--- config.mk ---
export PLATFORM = sky130hd
export DESIGN_NAME = sse_exec
export DESIGN_NICKNAME = d
export VERILOG_FILES = /design/src/common/sse_pkg.sv /design/src/hw/sse_exec.sv /design/src/hw/sse_file_mem.sv
export SDC_FILE = /design/constraint.sdc
export NUM_CORES = 2
export LEC_CHECK = 0
export ABC_AREA = 1
export BUFFER_PORTS_ARGS = -buffer_cell sky130_fd_sc_hd__buf_2
export CORE_MARGIN = 3
export CORE_UTILIZATION = 55
export DETAILED_ROUTE_END_ITERATION = 6
export PLACE_DENSITY = 0.74
export SKIP_LAST_GASP = 1
export SYNTH_ARGS = -nofsm -noshare
export SYNTH_HDL_FRONTEND = slang
export SYNTH_SLANG_ARGS = --single-unit
--- constraint.sdc ---
create_clock -name pclk -period 2.8 [get_ports pclk]
set_input_delay 0.42 -clock pclk [delete_from_list [all_inputs] [get_ports pclk]]
set_output_delay 0.42 -clock pclk [all_outputs]
set_load 0.02 [all_outputs]
--- src/common/sse_pkg.sv ---
// Package: constants, types and encodings for the power-down and subtract executor
package sse_pkg;

  // ********************************************************************
  // APB register map (byte addresses)
  // ********************************************************************
  localparam int SSE_AW = 12;
  localparam logic [11:0] SSE_OFF_INSTR = 12'h000;
  localparam logic [11:0] SSE_OFF_WREG = 12'h004;
  localparam logic [11:0] SSE_OFF_STATUS = 12'h008;
  localparam logic [11:0] SSE_OFF_CTRL = 12'h00c;
  // File registers 0..127 sit at base + 4*index
  localparam logic [2:0] SSE_FR_SEL = 3'h1;
  localparam int SSE_FR_DEPTH = 128;

  // ********************************************************************
  // Status register bit positions and reset values
  // ********************************************************************
  localparam int SSE_ST_C = 0;
  localparam int SSE_ST_DIGIT_CARRY = 1;
  localparam int SSE_ST_Z = 2;
  localparam int SSE_ST_POWERDOWN = 3;
  localparam int SSE_ST_TIMEOUT = 4;
  localparam int SSE_ST_SLP = 5;
  localparam int SSE_CTRL_WAKE = 0;
  localparam logic [7:0] SSE_W_RST = 8'h00;
  localparam logic [13:0] SSE_INSTR_RST = 14'h0000;

  // ********************************************************************
  // Instruction encodings
  // ********************************************************************
  localparam logic [13:0] SSE_OP_SLEEP = 14'h0063;
  localparam logic [4:0] SSE_OP_LIT_SUB = 5'h1e;
  localparam logic [5:0] SSE_OP_FILE_SUB = 6'h02;
  localparam int SSE_D_BIT = 7;

  // Flags in the status word
  typedef struct packed {
    logic timeout_flag;
    logic powerdown_flag;
    logic z;
    logic digit_carry_flag;
    logic c;
  } sse_status_s;

  localparam sse_status_s SSE_STATUS_RST = '{1'b1, 1'b1, 1'b0, 1'b0, 1'b0};

  // Subtract result with its flags
  typedef struct packed {
    logic [7:0] res;
    logic c;
    logic nib_c;
    logic z;
  } sse_sub_s;

  typedef enum logic [4:0] {
    SSE_IDLE = 5'b00001,
    SSE_MRD = 5'b00010,
    SSE_FRD = 5'b00100,
    SSE_SLEEP = 5'b01000,
    SSE_SPARE = 5'b10000
  } sse_state_e;

endpackage : sse_pkg

--- src/hw/sse_exec.sv ---
// Executor for the power-down and the two subtract instructions, with an APB slave
//
// Functional notes
// - Power-down clears watchdog counter and prescaler
// - Power-down clears powerdown_flag, sets timeout_flag only
// - Power-down halts oscillator; no execution until wake
// - Literal subtract: literal minus W into W
// - File subtract: file register minus W, 7-bit address
// - Destination bit picks W (0) or file (1)
// - Carry set when no borrow, cleared on borrow
`timescale 1ns/1ps
module sse_exec
  import sse_pkg::*;
(
  input wire logic pclk,
  input wire logic presetn,
  input wire logic ce,
  input wire logic psel,
  input wire logic penable,
  input wire logic pwrite,
  input wire logic [11:0] paddr,
  input wire logic [31:0] pwdata,
  output logic [31:0] prdata,
  output logic pready,
  output logic pslverr,
  output logic watchdog_clear,
  output logic watchdog_prescaler_clear,
  output logic osc_stop,
  output logic timeout_flag,
  output logic powerdown_flag
);

  // ********************************************************************
  // Types and helpers
  // ********************************************************************
  typedef struct packed {
    sse_state_e st;
    logic [13:0] instr;
    logic [7:0] w;
    sse_status_s stat;
    logic [7:0] prdata;
    logic pready;
    logic pslverr;
    logic watchdog_clr;
    logic osc_stop;
  } sse_core_s;

  // Two's complement a - w with no-borrow carries
  function automatic sse_sub_s sse_sub(input logic [7:0] a, input logic [7:0] w);
    logic [8:0] full;
    logic [4:0] nib;
    sse_sub_s s;
    full = {1'b0, a} - {1'b0, w};
    nib = {1'b0, a[3:0]} - {1'b0, w[3:0]};
    s.res = full[7:0];
    s.c = ~full[8];
    s.nib_c = ~nib[4];
    s.z = (full[7:0] == 8'h00);
    return s;
  endfunction : sse_sub

  // Merge subtract flags, leaving power flags alone
  function automatic sse_status_s sse_put(input sse_status_s o, input sse_sub_s s);
    sse_status_s n;
    n = o;
    n.c = s.c;
    n.digit_carry_flag = s.nib_c;
    n.z = s.z;
    return n;
  endfunction : sse_put

  sse_core_s q_r;
  sse_core_s q_nxt;
  logic mem_re;
  logic mem_we;
  logic [6:0] mem_addr;
  logic [7:0] mem_wdata;
  logic [7:0] mem_rdata;
  logic acc;
  logic ex_sleep;
  logic ex_lit;
  logic ex_file;
  sse_sub_s sub_lit;
  sse_sub_s sub_file;

  // ********************************************************************
  // File register storage
  // ********************************************************************
  sse_file_mem u_mem (
    .pclk(pclk),
    .presetn(presetn),
    .ce(ce),
    .re(mem_re),
    .we(mem_we),
    .addr(mem_addr),
    .wdata(mem_wdata),
    .rdata(mem_rdata)
  );

  // Subtract units for both instruction forms
  assign sub_lit = sse_sub(pwdata[7:0], q_r.w);
  assign sub_file = sse_sub(mem_rdata, q_r.w);

  // ********************************************************************
  // Next-state logic: APB decode and instruction execution
  // ********************************************************************
  always_comb begin
    q_nxt = q_r;
    q_nxt.watchdog_clr = 1'b0;
    mem_re = 1'b0;
    mem_we = 1'b0;
    mem_addr = paddr[8:2];
    mem_wdata = pwdata[7:0];
    ex_sleep = 1'b0;
    ex_lit = 1'b0;
    ex_file = 1'b0;
    // Access phase not yet answered; pready high blocks a double take
    acc = psel && penable && !q_r.pready;
    if (q_r.pready) begin
      q_nxt.pready = 1'b0;
      q_nxt.pslverr = 1'b0;
    end
    case (q_r.st)
      SSE_IDLE, SSE_SLEEP: begin
        if (acc) begin
          q_nxt.pready = 1'b1;
          q_nxt.pslverr = 1'b0;
          q_nxt.prdata = 8'h00;
          if (paddr[11:9] == SSE_FR_SEL) begin
            if (pwrite) begin
              mem_we = 1'b1;
            end else begin
              // Memory read is registered, so answer a cycle later
              mem_re = 1'b1;
              q_nxt.pready = 1'b0;
              q_nxt.st = SSE_MRD;
            end
          end else begin
            case (paddr)
              SSE_OFF_INSTR: begin
                if (!pwrite) begin
                  q_nxt.prdata = q_r.instr[7:0];
                end else if (q_r.osc_stop) begin
                  // Core is asleep: the word is refused
                  q_nxt.pslverr = 1'b1;
                end else begin
                  q_nxt.instr = pwdata[13:0];
                  if (pwdata[13:0] == SSE_OP_SLEEP) begin
                    ex_sleep = 1'b1;
                    q_nxt.watchdog_clr = 1'b1;
                    q_nxt.stat.powerdown_flag = 1'b0;
                    q_nxt.stat.timeout_flag = 1'b1;
                    q_nxt.osc_stop = 1'b1;
                    q_nxt.st = SSE_SLEEP;
                  end else if (pwdata[13:9] == SSE_OP_LIT_SUB) begin
                    ex_lit = 1'b1;
                    q_nxt.w = sub_lit.res;
                    q_nxt.stat = sse_put(q_r.stat, sub_lit);
                  end else if (pwdata[13:8] == SSE_OP_FILE_SUB) begin
                    ex_file = 1'b1;
                    mem_re = 1'b1;
                    mem_addr = pwdata[6:0];
                    q_nxt.pready = 1'b0;
                    q_nxt.st = SSE_FRD;
                  end
                end
              end
              SSE_OFF_WREG: begin
                if (pwrite) begin
                  q_nxt.w = pwdata[7:0];
                end else begin
                  q_nxt.prdata = q_r.w;
                end
              end
              SSE_OFF_STATUS: begin
                if (pwrite) begin
                  // Power flags stay read-only to software
                  q_nxt.stat.c = pwdata[SSE_ST_C];
                  q_nxt.stat.digit_carry_flag = pwdata[SSE_ST_DIGIT_CARRY];
                  q_nxt.stat.z = pwdata[SSE_ST_Z];
                end else begin
                  q_nxt.prdata = {2'b00, q_r.osc_stop, q_r.stat};
                end
              end
              SSE_OFF_CTRL: begin
                if (pwrite) begin
                  if (pwdata[SSE_CTRL_WAKE] && q_r.osc_stop) begin
                    q_nxt.osc_stop = 1'b0;
                    q_nxt.st = SSE_IDLE;
                  end
                end else begin
                  q_nxt.prdata = {7'h00, q_r.osc_stop};
                end
              end
              default: begin
                q_nxt.pslverr = 1'b1;
              end
            endcase
          end
        end
      end
      SSE_MRD: begin
        q_nxt.prdata = mem_rdata;
        q_nxt.pready = 1'b1;
        q_nxt.st = q_r.osc_stop ? SSE_SLEEP : SSE_IDLE;
      end
      SSE_FRD: begin
        mem_addr = q_r.instr[6:0];
        mem_wdata = sub_file.res;
        q_nxt.stat = sse_put(q_r.stat, sub_file);
        if (q_r.instr[SSE_D_BIT]) begin
          mem_we = 1'b1;
        end else begin
          q_nxt.w = sub_file.res;
        end
        q_nxt.pready = 1'b1;
        q_nxt.st = SSE_IDLE;
      end
      default: begin
        q_nxt.st = SSE_IDLE;
      end
    endcase
  end

  // State register; ce low freezes everything
  always_ff @(posedge pclk or negedge presetn) begin
    if (!presetn) begin
      q_r.st <= SSE_IDLE;
      q_r.instr <= SSE_INSTR_RST;
      q_r.w <= SSE_W_RST;
      q_r.stat <= SSE_STATUS_RST;
      q_r.prdata <= 8'h00;
      q_r.pready <= 1'b0;
      q_r.pslverr <= 1'b0;
      q_r.watchdog_clr <= 1'b0;
      q_r.osc_stop <= 1'b0;
    end else if (ce) begin
      q_r <= q_nxt;
    end
  end

  // ********************************************************************
  // Outputs, all straight from flops
  // ********************************************************************
  assign prdata = {24'h000000, q_r.prdata};
  assign pready = q_r.pready;
  assign pslverr = q_r.pslverr;
  assign watchdog_clear = q_r.watchdog_clr;
  assign watchdog_prescaler_clear = q_r.watchdog_clr;
  assign osc_stop = q_r.osc_stop;
  assign timeout_flag = q_r.stat.timeout_flag;
  assign powerdown_flag = q_r.stat.powerdown_flag;

  // ********************************************************************
  // Assertions
  // ********************************************************************
  sleep_wdt_a: assert property (@(posedge pclk) disable iff (!presetn)
    (ce && ex_sleep) |=> (watchdog_clear && watchdog_prescaler_clear))
    else $error("power-down did not clear watchdog");

  sleep_flags_a: assert property (@(posedge pclk) disable iff (!presetn)
    (ce && ex_sleep) |=> (timeout_flag && !powerdown_flag && $stable(q_r.stat.c)
      && $stable(q_r.stat.z) && $stable(q_r.stat.digit_carry_flag)))
    else $error("power-down status flags wrong");

  sleep_hold_a: assert property (@(posedge pclk) disable iff (!presetn)
    (ce && ex_sleep) |=> (osc_stop && q_r.st == SSE_SLEEP) ##1 ($stable(q_r.w)
      && $stable(q_r.instr)))
    else $error("core ran after power-down");

  sleep_refuse_a: assert property (@(posedge pclk) disable iff (!presetn)
    (ce && q_r.osc_stop && acc && pwrite && paddr == SSE_OFF_INSTR)
      |=> (pslverr && pready && q_r.w == $past(q_r.w)))
    else $error("instruction executed while asleep");

  lit_sub_a: assert property (@(posedge pclk) disable iff (!presetn)
    (ce && ex_lit) |=> (q_r.w == 8'($past(pwdata[7:0]) - $past(q_r.w))))
    else $error("literal subtract result wrong");

  file_addr_a: assert property (@(posedge pclk) disable iff (!presetn)
    (ce && ex_file) |=> (q_r.st == SSE_FRD && mem_addr == q_r.instr[6:0]))
    else $error("file subtract addressed wrong register");

  file_dest_a: assert property (@(posedge pclk) disable iff (!presetn)
    (q_r.st == SSE_FRD) |-> (mem_we == q_r.instr[SSE_D_BIT]))
    else $error("file subtract destination wrong");

  file_w_a: assert property (@(posedge pclk) disable iff (!presetn)
    (ce && q_r.st == SSE_FRD && !q_r.instr[SSE_D_BIT])
      |=> (q_r.w == 8'($past(mem_rdata) - $past(q_r.w))))
    else $error("file subtract did not load W");

  carry_a: assert property (@(posedge pclk) disable iff (!presetn)
    (ce && q_r.st == SSE_FRD) |=> (q_r.stat.c == ($past(mem_rdata) >= $past(q_r.w))))
    else $error("carry not equal to no-borrow");

  zero_dc_a: assert property (@(posedge pclk) disable iff (!presetn)
    (ce && ex_lit) |=> ((q_r.stat.z == (q_r.w == 8'h00)) && (q_r.stat.digit_carry_flag
      == ($past(pwdata[3:0]) >= $past(q_r.w[3:0])))))
    else $error("zero or digit carry flag wrong");

  // Main scenarios
  sleep_c: cover property (@(posedge pclk) disable iff (!presetn) ce && ex_sleep);
  lit_neg_c: cover property (@(posedge pclk) disable iff (!presetn)
    ce && ex_lit && !sub_lit.c);
  file_back_c: cover property (@(posedge pclk) disable iff (!presetn)
    ce && q_r.st == SSE_FRD && q_r.instr[SSE_D_BIT] && sub_file.z);
  wake_c: cover property (@(posedge pclk) disable iff (!presetn)
    q_r.osc_stop ##1 !q_r.osc_stop);

endmodule : sse_exec

--- src/hw/sse_file_mem.sv ---
// File register memory: 128 bytes, registered read data
`timescale 1ns/1ps
module sse_file_mem
  import sse_pkg::*;
(
  input wire logic pclk,
  input wire logic presetn,
  input wire logic ce,
  input wire logic re,
  input wire logic we,
  input wire logic [6:0] addr,
  input wire logic [7:0] wdata,
  output logic [7:0] rdata
);

  typedef struct packed {
    logic [SSE_FR_DEPTH-1:0][7:0] mem;
    logic [7:0] rdata;
  } sse_mem_s;

  sse_mem_s q_r;
  sse_mem_s q_nxt;

  // ********************************************************************
  // Next state: write port and registered read port
  // ********************************************************************
  always_comb begin
    q_nxt = q_r;
    if (we) begin
      q_nxt.mem[addr] = wdata;
    end
    if (re) begin
      q_nxt.rdata = q_r.mem[addr];
    end
  end

  // State register, frozen while ce is low
  always_ff @(posedge pclk or negedge presetn) begin
    if (!presetn) begin
      q_r <= '0;
    end else if (ce) begin
      q_r <= q_nxt;
    end
  end

  assign rdata = q_r.rdata;

endmodule : sse_file_mem

==> impl_metrics.py <==
metrics = {
    "synth": {
        "syn-mean-instance-area_um2": 7.514,
        "synth.area.top_cells": "dfrtp_1 (51%), nand2_1 (19%), o21ai_0 (7.2%)",
        "synth_top_area_frac": 0.5077,
        "yosysWarningCount": 0,
        "ys.flop_type": "dfrtp_1",
        "synth_enable_flop_cells": 0,
        "synth_area_mm2": 0.05254,
        "synth_top_area_cell": "dfrtp_1",
        "async_reset_ff_frac": 1.000,
        "syn_inst": 6993,
        "synth-seq-cells": 1069,
        "ys_types": 54,
        "yosysSeqAreaShare": 0.5092,
    },
    "placement": {
        "gp_congestion": 0.9779,
        "place_area_mm2": 0.05801,
        "dp_cells": 8359,
        "hpwl_um": 104300,
        "io_buffers": 46,
    },
    "run_status": {
        "status": "complete, but fails checks",
        "violations": "negative setup slack",
    },
    "clock_tree": {
        "cts_tree": "built",
        "insertion_delay_ns": 0.70,
        "clock_path_buffers": 3,
        "cts_root_buf": "clkbuf_16",
        "htree_num_levels": 3,
        "path_clk_slew_ns": 0.06,
        "cts.sinks": 1069,
        "numCtsBuffers": 111,
    },
    "setup_path": {
        "ff2ff_setup_slack_ns": -0.63,
        "cp_slowest_cell": "dfstp_2",
        "cp_data_arrival_time_ns": 4.01,
        "path_buf_inv": 5,
        "start_kind": "register",
        "path_class": "reg -> reg",
        "crit_family": "simple AND/OR/NAND/NOR gates",
        "crit_fanout": 16,
        "critPathRequiredTime_ns": 3.38,
        "max_stage_delay_ns": 0.55,
        "path_common_cell": "nand2_1",
        "end_kind": "register",
        "crit_chain": "nor2_2 -> inv_2 -> nand4_4 -> nor2_4 -> nand4_1 -> nand2_1 -> inv_2 -> nand2_4 -> nand2_8 -> buf_12 -> buf_16 -> buf_12 -> or2_2 -> nand3_1 -> nand2_1 -> nor2_2 -> nor2_1 -> nor2_2 -> nand2_1 -> nand2_1 -> nand2_2 -> nor2_1 -> nor2_1",
    },
    "timing": {
        "rsz0062_at_grt": "true",
        "setup_ws_ns": -0.6347,
        "fin_skew_ns": 0.01773,
        "max_freq_mhz": 291.1,
        "relSlewSlack": 0.3125,
        "slew_violations": 0,
        "timing.final.crit_share": 1.227,
        "setup_viol": 1032,
        "tightest_slew_ns": 1.024,
        "hold_viol_final": 0,
        "fin_crit_ns": 3.435,
    },
    "power": {
        "power_density_mw_per_mm2": 857.3,
        "peakVddDrop_uv": 719.6,
        "leakagePower_uw": 0.03177,
    },
    "min_path": {
        "hold_class": "in -> reg",
    },
    "routing": {
        "vias_per_cell": 5.649,
        "drc": 0,
        "drt-initial-drc-count": 6043,
        "vias": 48980,
        "drt-total-wl_um": 170000,
        "drt-wirelength-per-cell_um": 19.61,
        "first_pass_iters": 6,
        "drtAntennaViolNets": 0,
    },
    "global_route": {
        "grt_use_met3": 0.06232,
        "grt_max_degree": 146,
        "antenna_found_initial": 3,
        "use_met1": 0.4565,
        "overflow": 0,
        "grtUsageMet2": 0.5158,
        "grt.busiest_layer": "met2",
        "grt_usage": 0.3335,
        "grt_first_pass_wirelength_um": 260100,
        "grt_pass1_vias": 45890,
    },
    "die": {
        "core_area_mm2": 0.09403,
        "die-area_mm2": 0.09928,
        "rows": 112,
        "die_x_um": 315.1,
        "start_util": 0.5588,
        "die_h_um": 315.1,
        "ios": 89,
    },
    "final_layout": {
        "nNetsFinal": 7391,
        "area_delta_synth_final_pct": 22.84,
        "layout_commonest_cell": "nand2_1",
        "fillCellCount": 7483,
        "multi_input_area_mm2": 0.02325,
        "mostFrequentLayoutCells": "nand2_1 (2,481), dfrtp_1 (1,066), o21ai_0 (680)",
        "seq_area_mm2": 0.02675,
        "stdcell_count": 8671,
        "drive_gt1_frac": 0.1825,
        "fin_area_mm2": 0.06455,
    },
    "run": {
        "drv_cap": 0,
    },
}
## worst register-to-register path: stages, from the launching register on
cell,delay [ns]
dfstp_2,0.55
nor2_2,0.05
inv_2,0.07
nand4_4,0.16
nor2_4,0.18
nand4_1,0.16
nand2_1,0.12
inv_2,0.05
nand2_4,0.08
nand2_8,0.07
buf_12,0.16
buf_16,0.20
buf_12,0.18
or2_2,0.28
nand3_1,0.07
nand2_1,0.07
nor2_2,0.12
nor2_1,0.08
nor2_2,0.24
nand2_1,0.09
nand2_1,0.08
nand2_2,0.12
nor2_1,0.12
nor2_1,0.05
## flip-flops by register name, summed over array words and instances (netlist names)
name,count
u_mem.q_r,1024
q_r,23
prdata,8
u_mem.rdata,8
osc_stop,1
powerdown_flag,1
pready,1
pslverr,1
timeout_flag,1
watchdog_clear,1
## worst paths after layout
kind	startpoint	end	cells past startpoint
hold / removal	pwdata[2]	q_r[27]	4
setup reg to reg	q_r[39]	u_mem.rdata[1]	23
min in group asynchronous	presetn	u_mem.q_r[991]	2
hold reg to reg	u_mem.q_r[388]	u_mem.q_r[388]	2
setup / recovery	q_r[39]	u_mem.rdata[1]	23
max in group asynchronous	presetn	u_mem.q_r[283]	4
## area by class of cell
| class | instances | area share |
|---|---|---|
| antenna | 2 | 0.00007754 |
| tap | 1254 | 0.02431 |
| sequential | 1069 | 0.4145 |
| timing repair buffer | 676 | 0.1152 |
| inverter | 469 | 0.02890 |
| clock inverter | 41 | 0.005118 |
| multi-input combinational | 4996 | 0.3603 |
| clock buffer | 164 | 0.05160 |
## routing by layer
| metal | vias up | wire [µm] |
|---|---|---|
| li1 | 22730 | - |
| met1 | 23500 | 68810 |
| met2 | 2269 | 76970 |
| met3 | 484 | 15120 |
| met4 | 0 | 9120 |
| met5 | - | 0 |
## report_power, final
group	internal, µW	switching (µW)
sequential	15700	163
clock	8490	6350
combinational	9410	15200
## cell usage after synthesis (all sizes together) (2+ instances only)
| cell | number |
|---|---|
| nand2 | 2614 |
| o21ai | 1084 |
| dfrtp | 1066 |
| nor2 | 557 |
| inv | 466 |
| clkbuf | 345 |
| nand3 | 338 |
| or2 | 153 |
| buf | 142 |
| o211ai | 50 |
| a21oi | 44 |
| nand4 | 19 |
| nor3 | 18 |
| ha | 16 |
| a22oi | 13 |
| nand3b | 12 |
| xor2 | 9 |
| a31oi | 7 |
| o22ai | 6 |
| o221ai | 5 |
| clkinv | 3 |
| dfstp | 3 |
| nor4 | 3 |
| o21bai | 3 |
| xnor2 | 3 |
| and3 | 2 |
| fa | 2 |
| o31ai | 2 |
## per-stage QoR
stage	utilization	setup slack, ns	hold slack [ns]	power [µW]	setup TNS (ns)
2_1_floorplan	-	-0.04720	0.1244	27540	-0.8501
3_3_place_gp	0.6170	-0.8777	0.3127	36180	-626.91
3_5_place_dp	0.6170	-1.013	0.3090	36320	-671.96
4_1_cts	0.6714	-0.5759	0.09027	53260	-291.82
5_1_grt	0.6864	-0.7411	0.1205	57680	-539.54
6_report	0.6864	-0.6347	0.1160	55330	-399.84
## logic make-up after synthesis
family / synth area share
buffers and inverters: 0.07368
other: 0.00007137
AO/OA/AOI/OAI: 0.1215
adder cells (fa/ha/maj): 0.004572
XOR/XNOR: 0.002000
AND/OR/NAND/NOR: 0.2890
flip-flops: 0.5092
## what timing repair did
| item | 4_1_cts | 5_1_grt |
|---|---|---|
| pin swaps | 17 | 56 |
| resized for setup | 176 | 338 |
| endpoints found under the setup margin | 1032 | 1033 |
| hold buffers | 1 | 0 |
| cloned | 14 | 24 |
| endpoints found under the hold margin | 166 | 0 |
| buffers inserted | 56 | 18 |
No activity file was read; power rests on OpenSTA's default activity.
